==> src/hw/psesel_pkg.sv <==
// Constants, field layout and helpers for the counter 4/5 event selector
package psesel_pkg;

  // ----------------------------------------
  // Bus and register map
  // ----------------------------------------
  localparam int          AXI_ADDR_W = 12;
  localparam int          AXI_DATA_W = 32;
  localparam int          CTR_W      = 32;
  localparam logic [11:0] CTRL_OFF   = 12'h028;
  localparam logic [11:0] CTR4_OFF   = 12'h050;
  localparam logic [11:0] CTR5_OFF   = 12'h054;
  localparam logic [11:0] STAT_OFF   = 12'h058;
  localparam logic [1:0]  RESP_OKAY  = 2'h0;
  localparam logic [1:0]  RESP_SLVERR = 2'h2;

  // ----------------------------------------
  // Control register fields
  // ----------------------------------------
  localparam int          C4_PRI_LSB   = 0;
  localparam int          C4_DIR_BIT   = 7;
  localparam int          C4_CLASS_LSB = 13;
  localparam int          C5_PRI_LSB   = 16;
  localparam int          C5_DIR_BIT   = 23;
  localparam int          C5_CLASS_LSB = 29;
  localparam logic [31:0] CTRL_RW_MASK = 32'he08f_e08f;
  localparam logic [31:0] CTRL_RESET   = 32'h0000_0000;
  localparam logic [31:0] CTR_RESET    = 32'h0000_0000;
  localparam logic [31:0] ZERO_WORD    = 32'h0000_0000;

  // Status register bits
  localparam int ST_EN4_BIT  = 0;
  localparam int ST_EN5_BIT  = 1;
  localparam int ST_SAT4_BIT = 2;
  localparam int ST_SAT5_BIT = 3;

  // ----------------------------------------
  // Event class codes
  // ----------------------------------------
  localparam logic [2:0] CLS_UNI_REQ   = 3'h0;
  localparam logic [2:0] CLS_UNI_ALL   = 3'h1;
  localparam logic [2:0] CLS_RETRY_SYM = 3'h2;
  localparam logic [2:0] CLS_OTHER_SYM = 3'h3;
  localparam logic [2:0] CLS_UNI_WORD  = 3'h4;
  localparam logic [2:0] CLS_MC_PKT    = 3'h5;
  localparam logic [2:0] CLS_MC_SYM    = 3'h6;
  localparam logic [2:0] CLS_MC_WORD   = 3'h7;

  // Byte strobes to a bit mask
  function automatic logic [31:0] strb_mask(input logic [3:0] strb);
    logic [31:0] m;
    m = 32'h0000_0000;
    for (int i = 0; i < 4; i++) begin
      m[i*8 +: 8] = {8{strb[i]}};
    end
    return m;
  endfunction

  // Priority p is selected by bit 3-p of the select nibble
  function automatic logic prio_hit(input logic [3:0] sel, input logic [1:0] prio);
    return sel[2'(2'h3 - prio)];
  endfunction

endpackage

==> src/hw/psesel_match.sv <==
// Event classifier: one increment request per matching event
`timescale 1ns/1ps
module psesel_match (
  input  wire logic [2:0]      ev_class,
  input  wire logic [3:0]      prio_sel,
  input  wire logic            dir_tx,
  input  wire logic [1:0]      ev_pkt_valid,
  input  wire logic [1:0]      ev_pkt_mcast,
  input  wire logic [1:0]      ev_pkt_req,
  input  wire logic [1:0]      ev_pkt_retried,
  input  wire logic [1:0][1:0] ev_pkt_prio,
  input  wire logic [1:0]      ev_word_valid,
  input  wire logic [1:0]      ev_word_mcast,
  input  wire logic [1:0]      ev_word_retried,
  input  wire logic [1:0][1:0] ev_word_prio,
  input  wire logic [1:0]      ev_sym_valid,
  input  wire logic [1:0]      ev_sym_retry,
  input  wire logic [1:0]      ev_sym_mcast,
  output logic                 enabled,
  output logic                 inc
);

  logic       pv;
  logic       pm;
  logic       pq;
  logic       pr;
  logic [1:0] pp;
  logic       wv;
  logic       wm;
  logic       wr;
  logic [1:0] wp;
  logic       sv;
  logic       sr;
  logic       sm;
  logic       hit_p;
  logic       hit_w;
  logic       raw;

  // ----------------------------------------
  // Direction select
  // ----------------------------------------
  assign pv    = ev_pkt_valid[dir_tx];
  assign pm    = ev_pkt_mcast[dir_tx];
  assign pq    = ev_pkt_req[dir_tx];
  assign pr    = ev_pkt_retried[dir_tx];
  assign pp    = ev_pkt_prio[dir_tx];
  assign wv    = ev_word_valid[dir_tx];
  assign wm    = ev_word_mcast[dir_tx];
  assign wr    = ev_word_retried[dir_tx];
  assign wp    = ev_word_prio[dir_tx];
  assign sv    = ev_sym_valid[dir_tx];
  assign sr    = ev_sym_retry[dir_tx];
  assign sm    = ev_sym_mcast[dir_tx];
  assign hit_p = psesel_pkg::prio_hit(prio_sel, pp);
  assign hit_w = psesel_pkg::prio_hit(prio_sel, wp);

  // ----------------------------------------
  // Class decode
  // ----------------------------------------
  always_comb begin
    case (ev_class)
      psesel_pkg::CLS_UNI_REQ:   raw = pv & ~pm & pq & ~pr & hit_p;
      psesel_pkg::CLS_UNI_ALL:   raw = pv & ~pm & ~pr & hit_p;
      psesel_pkg::CLS_RETRY_SYM: raw = sv & sr;
      psesel_pkg::CLS_OTHER_SYM: raw = sv & ~sr;
      psesel_pkg::CLS_UNI_WORD:  raw = wv & ~wm & ~wr & hit_w;
      psesel_pkg::CLS_MC_PKT:    raw = pv & pm & ~pr & hit_p;
      psesel_pkg::CLS_MC_SYM:    raw = sv & sm;
      psesel_pkg::CLS_MC_WORD:   raw = wv & wm & ~wr & hit_w;
      default:                   raw = 1'b0;
    endcase
  end

  // No priority selected means the counter sleeps
  assign enabled = |prio_sel;
  assign inc     = enabled & raw;

endmodule

==> src/hw/psesel_counter.sv <==
// Saturating statistics counter with clear-on-read and test write
`timescale 1ns/1ps
module psesel_counter #(
  parameter int W = psesel_pkg::CTR_W
) (
  input  wire logic         aclk,
  input  wire logic         aresetn,
  input  wire logic         ce,
  input  wire logic         inc,
  input  wire logic         rd_clr,
  input  wire logic         wr_en,
  input  wire logic [W-1:0] wr_data,
  output logic [W-1:0]      count_q,
  output logic              saturated
);

  localparam logic [W-1:0] MAX_VAL = {W{1'b1}};
  localparam logic [W-1:0] ONE_VAL = W'(1);

  assign saturated = (count_q == MAX_VAL);

  // ----------------------------------------
  // Count
  // ----------------------------------------
  // An event coinciding with the read-clear is kept: it starts the next count
  always_ff @(posedge aclk) begin
    if (!aresetn) begin
      count_q <= W'(psesel_pkg::CTR_RESET);
    end else if (ce) begin
      if (wr_en) begin
        count_q <= wr_data;
      end else if (rd_clr) begin
        count_q <= inc ? ONE_VAL : '0;
      end else if (inc && !saturated) begin
        count_q <= count_q + ONE_VAL;
      end
    end
  end

endmodule

==> src/hw/psesel_top.sv <==
// Counter 4/5 event selector: control register, counters and AXI4-Lite slave
//
// Our own choices: the AXI4-Lite slave port and the placing of the registers.
`timescale 1ns/1ps
module psesel_top #(
  parameter int ADDR_W = psesel_pkg::AXI_ADDR_W,
  parameter int CNT_W  = psesel_pkg::CTR_W
) (
  input  wire logic              aclk,
  input  wire logic              aresetn,
  input  wire logic              ce,
  input  wire logic [ADDR_W-1:0] s_axi_awaddr,
  input  wire logic              s_axi_awvalid,
  output logic                   s_axi_awready,
  input  wire logic [31:0]       s_axi_wdata,
  input  wire logic [3:0]        s_axi_wstrb,
  input  wire logic              s_axi_wvalid,
  output logic                   s_axi_wready,
  output logic [1:0]             s_axi_bresp,
  output logic                   s_axi_bvalid,
  input  wire logic              s_axi_bready,
  input  wire logic [ADDR_W-1:0] s_axi_araddr,
  input  wire logic              s_axi_arvalid,
  output logic                   s_axi_arready,
  output logic [31:0]            s_axi_rdata,
  output logic [1:0]             s_axi_rresp,
  output logic                   s_axi_rvalid,
  input  wire logic              s_axi_rready,
  input  wire logic [1:0]        ev_pkt_valid,
  input  wire logic [1:0]        ev_pkt_mcast,
  input  wire logic [1:0]        ev_pkt_req,
  input  wire logic [1:0]        ev_pkt_retried,
  input  wire logic [1:0][1:0]   ev_pkt_prio,
  input  wire logic [1:0]        ev_word_valid,
  input  wire logic [1:0]        ev_word_mcast,
  input  wire logic [1:0]        ev_word_retried,
  input  wire logic [1:0][1:0]   ev_word_prio,
  input  wire logic [1:0]        ev_sym_valid,
  input  wire logic [1:0]        ev_sym_retry,
  input  wire logic [1:0]        ev_sym_mcast,
  output logic                   ctr4_enabled,
  output logic                   ctr5_enabled
);

  // ----------------------------------------
  // Declarations
  // ----------------------------------------
  logic [31:0]       ctrl_q;
  logic [2:0]        ctr4_event_class;
  logic [2:0]        ctr5_event_class;
  logic [3:0]        ctr4_priority_select;
  logic              ctr5_pri3_sel;
  logic              ctr5_pri2_sel;
  logic              ctr5_pri1_sel;
  logic              ctr5_pri0_sel;
  logic [3:0]        ctr5_priority_select;
  logic              ctr4_direction;
  logic              ctr5_direction;

  logic              aw_full_q;
  logic [ADDR_W-1:0] aw_addr_q;
  logic              w_full_q;
  logic [31:0]       w_data_q;
  logic [3:0]        w_strb_q;
  logic              do_write;
  logic              rd_fire;
  logic [31:0]       wmask;

  logic              inc4;
  logic              inc5;
  logic              en4;
  logic              en5;
  logic [CNT_W-1:0]  ctr4_q;
  logic [CNT_W-1:0]  ctr5_q;
  logic              sat4;
  logic              sat5;
  logic              wr_ctrl;
  logic              wr_ctr4;
  logic              wr_ctr5;
  logic              clr4;
  logic              clr5;
  logic [31:0]       stat_word;

  // Address decode shared by both channels
  function automatic logic addr_is(input logic [ADDR_W-1:0] a, input logic [11:0] off);
    return a == ADDR_W'(off);
  endfunction

  function automatic logic addr_mapped(input logic [ADDR_W-1:0] a);
    return addr_is(a, psesel_pkg::CTRL_OFF) || addr_is(a, psesel_pkg::CTR4_OFF) ||
           addr_is(a, psesel_pkg::CTR5_OFF) || addr_is(a, psesel_pkg::STAT_OFF);
  endfunction

  // ----------------------------------------
  // Control fields
  // ----------------------------------------
  assign ctr4_priority_select = ctrl_q[psesel_pkg::C4_PRI_LSB +: 4];
  assign ctr4_direction       = ctrl_q[psesel_pkg::C4_DIR_BIT];
  assign ctr4_event_class     = ctrl_q[psesel_pkg::C4_CLASS_LSB +: 3];
  assign ctr5_pri3_sel        = ctrl_q[psesel_pkg::C5_PRI_LSB];
  assign ctr5_pri2_sel        = ctrl_q[psesel_pkg::C5_PRI_LSB + 1];
  assign ctr5_pri1_sel        = ctrl_q[psesel_pkg::C5_PRI_LSB + 2];
  assign ctr5_pri0_sel        = ctrl_q[psesel_pkg::C5_PRI_LSB + 3];
  assign ctr5_priority_select = {ctr5_pri0_sel, ctr5_pri1_sel, ctr5_pri2_sel, ctr5_pri3_sel};
  assign ctr5_direction       = ctrl_q[psesel_pkg::C5_DIR_BIT];
  assign ctr5_event_class     = ctrl_q[psesel_pkg::C5_CLASS_LSB +: 3];

  // ----------------------------------------
  // Write channels
  // ----------------------------------------
  // Ready outputs drop with ce so nothing is taken while state is frozen
  assign s_axi_awready = ce & ~aw_full_q;
  assign s_axi_wready  = ce & ~w_full_q;
  assign do_write      = ce & aw_full_q & w_full_q & ~s_axi_bvalid;
  assign wmask         = psesel_pkg::strb_mask(w_strb_q);

  always_ff @(posedge aclk) begin
    if (!aresetn) begin
      aw_full_q <= 1'b0;
      aw_addr_q <= '0;
    end else if (ce) begin
      if (s_axi_awvalid && s_axi_awready) begin
        aw_full_q <= 1'b1;
        aw_addr_q <= s_axi_awaddr;
      end else if (do_write) begin
        aw_full_q <= 1'b0;
      end
    end
  end

  always_ff @(posedge aclk) begin
    if (!aresetn) begin
      w_full_q <= 1'b0;
      w_data_q <= psesel_pkg::ZERO_WORD;
      w_strb_q <= 4'h0;
    end else if (ce) begin
      if (s_axi_wvalid && s_axi_wready) begin
        w_full_q <= 1'b1;
        w_data_q <= s_axi_wdata;
        w_strb_q <= s_axi_wstrb;
      end else if (do_write) begin
        w_full_q <= 1'b0;
      end
    end
  end

  always_ff @(posedge aclk) begin
    if (!aresetn) begin
      s_axi_bvalid <= 1'b0;
      s_axi_bresp  <= psesel_pkg::RESP_OKAY;
    end else if (ce) begin
      if (do_write) begin
        s_axi_bvalid <= 1'b1;
        s_axi_bresp  <= addr_mapped(aw_addr_q) ? psesel_pkg::RESP_OKAY
                                               : psesel_pkg::RESP_SLVERR;
      end else if (s_axi_bready) begin
        s_axi_bvalid <= 1'b0;
      end
    end
  end

  assign wr_ctrl = do_write & addr_is(aw_addr_q, psesel_pkg::CTRL_OFF);
  assign wr_ctr4 = do_write & addr_is(aw_addr_q, psesel_pkg::CTR4_OFF);
  assign wr_ctr5 = do_write & addr_is(aw_addr_q, psesel_pkg::CTR5_OFF);

  // ----------------------------------------
  // Control register
  // ----------------------------------------
  // Only the defined fields hold state; reserved bits stay zero
  always_ff @(posedge aclk) begin
    if (!aresetn) begin
      ctrl_q <= psesel_pkg::CTRL_RESET;
    end else if (ce && wr_ctrl) begin
      ctrl_q <= (ctrl_q & ~(wmask & psesel_pkg::CTRL_RW_MASK)) |
                (w_data_q & wmask & psesel_pkg::CTRL_RW_MASK);
    end
  end

  // ----------------------------------------
  // Read channel
  // ----------------------------------------
  assign s_axi_arready = ce & ~s_axi_rvalid;
  assign rd_fire       = s_axi_arvalid & s_axi_arready;
  assign clr4          = rd_fire & addr_is(s_axi_araddr, psesel_pkg::CTR4_OFF);
  assign clr5          = rd_fire & addr_is(s_axi_araddr, psesel_pkg::CTR5_OFF);

  always_comb begin
    stat_word                          = psesel_pkg::ZERO_WORD;
    stat_word[psesel_pkg::ST_EN4_BIT]  = en4;
    stat_word[psesel_pkg::ST_EN5_BIT]  = en5;
    stat_word[psesel_pkg::ST_SAT4_BIT] = sat4;
    stat_word[psesel_pkg::ST_SAT5_BIT] = sat5;
  end

  // Read data captures the count before the clear lands
  always_ff @(posedge aclk) begin
    if (!aresetn) begin
      s_axi_rvalid <= 1'b0;
      s_axi_rdata  <= psesel_pkg::ZERO_WORD;
      s_axi_rresp  <= psesel_pkg::RESP_OKAY;
    end else if (ce) begin
      if (rd_fire) begin
        s_axi_rvalid <= 1'b1;
        s_axi_rresp  <= psesel_pkg::RESP_OKAY;
        if (addr_is(s_axi_araddr, psesel_pkg::CTRL_OFF)) begin
          s_axi_rdata <= ctrl_q;
        end else if (addr_is(s_axi_araddr, psesel_pkg::CTR4_OFF)) begin
          s_axi_rdata <= 32'(ctr4_q);
        end else if (addr_is(s_axi_araddr, psesel_pkg::CTR5_OFF)) begin
          s_axi_rdata <= 32'(ctr5_q);
        end else if (addr_is(s_axi_araddr, psesel_pkg::STAT_OFF)) begin
          s_axi_rdata <= stat_word;
        end else begin
          s_axi_rdata <= psesel_pkg::ZERO_WORD;
          s_axi_rresp <= psesel_pkg::RESP_SLVERR;
        end
      end else if (s_axi_rready) begin
        s_axi_rvalid <= 1'b0;
      end
    end
  end

  // ----------------------------------------
  // Event matching
  // ----------------------------------------
  psesel_match u_match4 (
    .ev_class        (ctr4_event_class),
    .prio_sel        (ctr4_priority_select),
    .dir_tx          (ctr4_direction),
    .ev_pkt_valid    (ev_pkt_valid),
    .ev_pkt_mcast    (ev_pkt_mcast),
    .ev_pkt_req      (ev_pkt_req),
    .ev_pkt_retried  (ev_pkt_retried),
    .ev_pkt_prio     (ev_pkt_prio),
    .ev_word_valid   (ev_word_valid),
    .ev_word_mcast   (ev_word_mcast),
    .ev_word_retried (ev_word_retried),
    .ev_word_prio    (ev_word_prio),
    .ev_sym_valid    (ev_sym_valid),
    .ev_sym_retry    (ev_sym_retry),
    .ev_sym_mcast    (ev_sym_mcast),
    .enabled         (en4),
    .inc             (inc4)
  );

  psesel_match u_match5 (
    .ev_class        (ctr5_event_class),
    .prio_sel        (ctr5_priority_select),
    .dir_tx          (ctr5_direction),
    .ev_pkt_valid    (ev_pkt_valid),
    .ev_pkt_mcast    (ev_pkt_mcast),
    .ev_pkt_req      (ev_pkt_req),
    .ev_pkt_retried  (ev_pkt_retried),
    .ev_pkt_prio     (ev_pkt_prio),
    .ev_word_valid   (ev_word_valid),
    .ev_word_mcast   (ev_word_mcast),
    .ev_word_retried (ev_word_retried),
    .ev_word_prio    (ev_word_prio),
    .ev_sym_valid    (ev_sym_valid),
    .ev_sym_retry    (ev_sym_retry),
    .ev_sym_mcast    (ev_sym_mcast),
    .enabled         (en5),
    .inc             (inc5)
  );

  assign ctr4_enabled = en4;
  assign ctr5_enabled = en5;

  // ----------------------------------------
  // Counters
  // ----------------------------------------
  // Byte strobes merge into the current count on a test write
  psesel_counter #(
    .W (CNT_W)
  ) u_ctr4 (
    .aclk      (aclk),
    .aresetn   (aresetn),
    .ce        (ce),
    .inc       (inc4),
    .rd_clr    (clr4),
    .wr_en     (wr_ctr4),
    .wr_data   (CNT_W'((32'(ctr4_q) & ~wmask) | (w_data_q & wmask))),
    .count_q   (ctr4_q),
    .saturated (sat4)
  );

  psesel_counter #(
    .W (CNT_W)
  ) u_ctr5 (
    .aclk      (aclk),
    .aresetn   (aresetn),
    .ce        (ce),
    .inc       (inc5),
    .rd_clr    (clr5),
    .wr_en     (wr_ctr5),
    .wr_data   (CNT_W'((32'(ctr5_q) & ~wmask) | (w_data_q & wmask))),
    .count_q   (ctr5_q),
    .saturated (sat5)
  );

endmodule

==> config.mk <==
export PLATFORM = sky130hd
export DESIGN_NAME = psesel_top
export DESIGN_NICKNAME = d
export VERILOG_FILES = /design/src/hw/psesel_pkg.sv /design/src/hw/psesel_match.sv /design/src/hw/psesel_counter.sv /design/src/hw/psesel_top.sv
export SDC_FILE = /design/constraint.sdc
export NUM_CORES = 1
export LEC_CHECK = 0
export BUFFER_PORTS_ARGS = -buffer_cell sky130_fd_sc_hd__buf_4
export CAP_MARGIN = 10
export CORE_MARGIN = 2
export CORE_UTILIZATION = 40
export DETAILED_ROUTE_END_ITERATION = 12
export MAX_ROUTING_LAYER = met4
export SLEW_MARGIN = 20
export SYNTH_ARGS = -nofsm -noshare
export SYNTH_HDL_FRONTEND = slang
export SYNTH_SLANG_ARGS = --single-unit
==> constraint.sdc <==
create_clock -name aclk -period 2.95 [get_ports aclk]
set_input_delay 0.1475 -clock aclk [delete_from_list [all_inputs] [get_ports aclk]]
set_output_delay 0.1475 -clock aclk [all_outputs]
set_load 0.01 [all_outputs]
==> results of run 1 <==
==> placed cells by master (no fill, tap or decap), types with 6 or more instances in the layout <==
cell type,Yosys,final
xor2_1,11,11
a211oi_1,24,24
o211ai_1,13,13
and3_1,18,18
dfxtp_1,166,166
xnor2_1,29,29
nor2b_1,21,21
mux2i_1,48,48
and4_1,7,7
o31ai_1,7,7
nand4_1,26,26
nand2_1,188,188
or2_2,6,6
inv_1,13,13
o21ai_0,30,30
dlygate4sd3_1,0,48
and2_1,8,8
clkbuf_16,0,17
nand3b_1,8,8
o32ai_1,8,8
a31oi_1,9,9
nor4_1,9,9
nor3_1,38,37
a22oi_1,6,6
buf_4,2,196
nand3_1,73,73
inv_6,0,7
nor2_1,102,102
a311oi_1,12,12
a21oi_1,137,137
o221a_2,14,14
o22ai_1,17,17
nand2b_1,9,9
==> worst max-delay path, stage by stage, from the launching register on <==
cell and delay (ns):
dfxtp_1 0.39, buf_4 0.20, or3b_2 0.46, a21oi_1 0.15, o211ai_1 0.15, and3_1 0.26
o21ai_2 0.42, and2_1 0.42, o221a_2 0.24
==> layout make-up <==
cell class,count,area share
clock buffer,17,0.03531
clock inverter,15,0.01246
inverter,14,0.004569
multi-input combinational,951,0.4718
sequential,166,0.2758
tap,319,0.03313
timing repair buffer,247,0.1670
==> metal layers <==
layer | wire [µm] | global-route usage | vias to the layer above
li1 | - | - | 4784
met1 | 15110 | 0.3936 | 4758
met2 | 15890 | 0.4437 | 444
met3 | 2919 | 0.04763 | 69
met4 | 977 | 0.1069 | 0
met5 | 0 | - | -
==> cell families after synthesis <==
| logic type | synth area share |
|---|---|
| compound gates | 0.2189 |
| other cells | 0.0003960 |
| buf+inv | 0.04981 |
| simple gates | 0.2730 |
| flops | 0.3509 |
| fa+ha+maj | 0.002642 |
| xor+xnor | 0.03699 |
| mux | 0.06738 |
==> metrics by stage <==
step / setup slack (ns) / util / std cells / power, mW
after global routing: 0.04301 / 0.5164 / 1729 / 5.210
after floorplan: 0.4555 / - / 1228 / 2.578
after CTS: 0.2202 / 0.5164 / 1729 / 5.058
after global placement: 0.2837 / 0.4712 / 1649 / 2.806
after detailed placement: 0.2573 / 0.4712 / 1649 / 2.808
final: 0.2009 / 0.5164 / 1729 / 5.041
==> worst max path at each step <==
stage,end,slack (ns)
2_1_floorplan,register,0.46
3_3_place_gp,register,0.28
3_5_place_dp,register,0.26
4_1_cts,register,0.22
5_1_grt,register,0.04
6_report,register,0.20
==> power breakdown <==
group | leakage (nW) | internal (mW) | switching (mW)
clock | 0.285 | 1.13 | 1.10
sequential | 1.34 | 2.29 | 0.0634
combinational | 2.74 | 0.229 | 0.235
==> flow_summary_export.csv, run 1 <==
group,metric,value,unit
timing,setup_viol,0,
floorplan,row_count,56,
timing,final.setup.tns,0,ns
drt,drc,0,
worst_hold_path,hold_depth,4,
critical_path,r2r_slack,0.20,ns
floorplan,core_area,0.02333,mm²
worst_hold_path,hold-path-endpoint,"s_axi_bvalid",
cts,cts_hold_buf,48,
drt,vias,10060,
timing,holdWs,0.02608,ns
synthesis,ys_seq_elements,166,
critical_path,end_kind,"register",
cts,cts_resized,0,
grt,first_global_vias,9398,
cts,numClockSinks,166,
synthesis,synth_area_leaders,"dfxtp_1, nand2_1, a21oi_1, mux2i_1, nor2_1",
synthesis,synth_edf_count,0,
place,place_congestion,0.9561,
cells_and_area,finalNetCount,1495,
grt,grt_pass1_wl,53.76,mm
critical_path,critical_path_class,"register to register",
place,io_buffers,136,
synthesis,yosysMostFrequentCell,"nand2_1",
drt,dr.pass1.iters,6,
timing,slew_violations,0,
grt,globalRouteTotalUtil,0.2927,
drt,avgRoutedWirePerCell,20.18,µm
worst_hold_path,hold_class,"input pin to register",
floorplan,start_util,0.4059,
drt,first_iter_violations,1058,
cts,tritoncts,"done",
synthesis,synth_cell_type_count,75,
cells_and_area,drive_above_1_share,0.1972,
synthesis,async_flop_share,0,
cts,cts_inserted_buffers,17,
power,p_per_area,418.3,mW/mm²
timing,timing.fmax,363.8,MHz
synthesis,yosysWarnings,0,
grt,grt_max_degree,84,
outcome,status,"finished, final reports clean",
cells_and_area,area_delta_synth_final,27.23,%
synthesis,synthTopCellsByCount,"nand2_1, dfxtp_1, a21oi_1",
drt,ant_nets,0,
floorplan,die_y,157.9,µm
drt,via_per_inst,5.816,
floorplan,ioPinCount,139,
cts,cts_root_buffer,"clkbuf_16",
synthesis,synth_top_area_frac,0.3509,
grt,overflow,0,
floorplan,die-width,157.9,µm
synthesis,synth_area,0.009470,mm²
timing,hold_viol,0,
timing,slew-limit-headroom,0.5746,
synthesis,synth_area_leader_cell,"dfxtp_1",
cts,clk_pin_slew,0.08,ns
synthesis,yosysSeqAreaShare,0.3509,
place,place_area,0.01099,mm²
timing,tightest_slew,0.6381,ns
floorplan,die_area,0.02492,mm²
timing,finalClockSkew,0.009354,ns
timing,rsz0062_at_grt,"no",
cells_and_area,regArea,0.003323,mm²
cells_and_area,multi_input_area,0.005684,mm²
cts,worstSkewPairLatency,0.45,ns
worst_hold_path,hp-start,"s_axi_bready",
synthesis,synth_area_per_cell,7.718,µm²
drt,drt_wl_total,34.90,mm
critical_path,required,3.34,ns
cts,cts_setup_buffers,0,
critical_path,start_kind,"register",
place,dp_hpwl,26.23,mm
power,p_leak,4.372,nW
grt,antenna_found_initial,0,
cells_and_area,nFillCells,2275,
power,ir_drop,0.0002634,V
critical_path,worstPathMaxFanout,11,
synthesis,netlist_instances,1227,
critical_path,r2r_cells,8,
job,cap_violations,0,
cells_and_area,final_area,0.01205,mm²
cts,htreeDepth,4,
critical_path,arrival,3.14,ns
cells_and_area,antennaDiodeCount,0,
timing,period_needed,2.749,ns
synthesis,ys.flop_type,"dfxtp_1",
cts,clockBufferDepth,2,
timing,timing.final.crit_share,0.9319,
(Power assumes the default switching activity.)
==> inputs of run 2 (changes only) <==
--- a/config.mk
+++ b/config.mk
@@ -7,10 +7,13 @@
 export LEC_CHECK = 0
 export BUFFER_PORTS_ARGS = -buffer_cell sky130_fd_sc_hd__buf_4
 export CAP_MARGIN = 10
-export CORE_MARGIN = 2
-export CORE_UTILIZATION = 40
+export CELL_PAD_IN_SITES_DETAIL_PLACEMENT = 1
+export CELL_PAD_IN_SITES_GLOBAL_PLACEMENT = 2
+export CORE_MARGIN = 5
+export CORE_UTILIZATION = 33
 export DETAILED_ROUTE_END_ITERATION = 12
 export MAX_ROUTING_LAYER = met4
+export PLACE_DENSITY_LB_ADDON = 0.1
 export SLEW_MARGIN = 20
 export SYNTH_ARGS = -nofsm -noshare
 export SYNTH_HDL_FRONTEND = slang
==> run 2 against run 1 <==
- sequential cell count stayed put
- non-clock buffer count is 3 higher
- register-to-register slack worse by 0.04 ns
- combinational power hardly changed
- largest power group unchanged
- global-route usage is 4.3 points lower
- via count is 0.25% higher
- worst setup slack worse by 0.041 ns
- power is 1.6% higher
- final cell count is 3.9% higher
- clock skew is 0.0064 ns higher
- critical path depth is 1 higher
==> flow_summary_export.csv, run 2 (same netlist as run 1, synthesis figures left out) <==
group,metric,value,unit
outcome,status,"finished, final reports clean",
place,placedCellCount,1718,
timing,finalClockSkew,0.01573,ns
cells_and_area,layout_commonest_cell,"buf_4",
place,place_congestion,0.9236,
critical_path,critPathSlowestCell,"dfxtp_1",
critical_path,start_kind,"register",
critical_path,critical_path_class,"register to register",
place,io_buffers,136,
cts,clockBufferDepth,2,
worst_hold_path,hold_depth,3,
job,cap_violations,0,
critical_path,max_stage_delay,0.53,ns
timing,slew-limit-headroom,0.4960,
floorplan,die_area,0.03219,mm²
grt,first_global_vias,10120,
timing,setup_slack,0.1598,ns
critical_path,arrival,3.12,ns
critical_path,worstPathMaxFanout,11,
place,pre_cts_slack,0.2185,ns
floorplan,ioPinCount,139,
critical_path,required,3.28,ns
place,dp_hpwl,30.31,mm
grt,globalRouteTotalUtil,0.2502,
floorplan,core_area,0.02855,mm²
timing,tightest_slew,0.7560,ns
cts,worstSkewPairLatency,0.44,ns
timing,slew_violations,0,
drt,ant_nets,0,
critical_path,r2r_cells,9,
drt,drc,0,
floorplan,row_count,62,
timing,rsz0062_at_grt,"no",
cts,cts_setup_buffers,0,
drt,drt_wl_total,40.36,mm
grt,grt_pass1_wl,61.69,mm
power,p_leak,4.386,nW
drt,avgRoutedWirePerCell,22.46,µm
cts,numClockSinks,166,
cells_and_area,layout_common_cells,"buf_4, nand2_1, dfxtp_1",
drt,first_iter_violations,710,
critical_path,r2r_slack,0.16,ns
critical_path,critical-path-top-delay-family,"compound AO/OA/AOI/OAI gates",
drt,vias,10080,
worst_hold_path,hold-path-endpoint,"w_strb_q[2]",
worst_hold_path,hp-start,"s_axi_wstrb[2]",
critical_path,end_kind,"register",
grt,grt_max_degree,55,
grt,overflow,0,
critical_path,crit_chain,"mux2i_1 -> mux4_2 -> o211ai_1 -> o211ai_1 -> a21oi_1 -> buf_4 -> nor2_1 -> buf_4 -> o221a_2",
grt,antenna_found_initial,0,
cells_and_area,area_delta_synth_final,28.48,%
cells_and_area,final_cells,1797,
timing,period_needed,2.790,ns
cells_and_area,finalNetCount,1498,
timing,hold_viol,0,
cts,htreeDepth,4,
floorplan,die-width,179.4,µm
timing,final.setup.tns,0,ns
critical_path,cp_num_buf_inv,2,
floorplan,start_util,0.3317,
cells_and_area,drive_above_1_share,0.2010,
timing,timing.fmax,358.4,MHz
worst_hold_path,hold_class,"input pin to register",
timing,setup_viol,0,
power,ir_drop,0.0003859,V
cells_and_area,nFillCells,3483,
floorplan,die_y,179.4,µm
timing,timing.final.crit_share,0.9458,
cts,cts_root_buffer,"clkbuf_16",
power,p_per_area,420.8,mW/mm²
drt,dr.pass1.iters,7,
drt,via_per_inst,5.609,
cells_and_area,antennaDiodeCount,0,
cts,tritoncts,"done",
cells_and_area,final_util,0.4262,
cts,clk_pin_slew,0.08,ns
cts,cts_inserted_buffers,17,
-- run 2: how the worst max path moves through the flow --
stage	slack [ns]	depth (start not counted)	start	endpoint
5_1_grt	0.004	9	register	register
6_report	0.16	9	register	register
3_3_place_gp	0.25	7	register	register
4_1_cts	0.18	7	register	register
2_1_floorplan	0.46	9	register	register
3_5_place_dp	0.22	7	register	register
-- run 2: timing repair --
action                                  in CTS  in global routing
resized for setup                            0                  2
endpoints found under the hold margin       47                  0
hold buffers                                47                  0
endpoints found under the setup margin       0                  1
-- run 2: per-stage QoR --
| step | hold slack, ns | power (mW) | area (µm²) |
|---|---|---|---|
| floorplan | 0.2835 | 2.578 | 9474 |
| global placement | 0.3981 | 2.815 | 11100 |
| detailed placement | 0.4086 | 2.820 | 11100 |
| CTS | 0.0007983 | 5.171 | 12160 |
| global route | 0.01150 | 5.306 | 12170 |
| finish | 0.01459 | 5.120 | 12170 |
-- run 2: routing by layer --
layer | GRT usage | share of wire | wire length [µm]
met2 | 0.3665 | 0.43 | 17410
met3 | 0.03921 | 0.052 | 2088
met4 | 0.06980 | 0.027 | 1082
met1 | 0.3585 | 0.49 | 19770
met5 | - | 0 | 0
-- run 2: layout make-up --
type	count	area, µm²	area share
tap	384	480.5	0.03949
clock buffer	18	439.2	0.03609
inverter	14	55.05	0.004524
sequential	166	3324	0.2732
multi-input combinational	951	5690	0.4677
timing repair buffer	250	2032	0.1670
clock inverter	14	146.4	0.01203
-- run 2: tightest hold or removal path: stages --
cell and delay, ns:
buf_4 0.11, nand2_1 0.07, a21oi_1 0.07
-- run 2: report_power, final --
part,internal (mW),leakage (nW),switching [mW]
Clock,1.16,0.288,1.14
Combinational,0.229,2.75,0.237
Sequential,2.28,1.34,0.0658
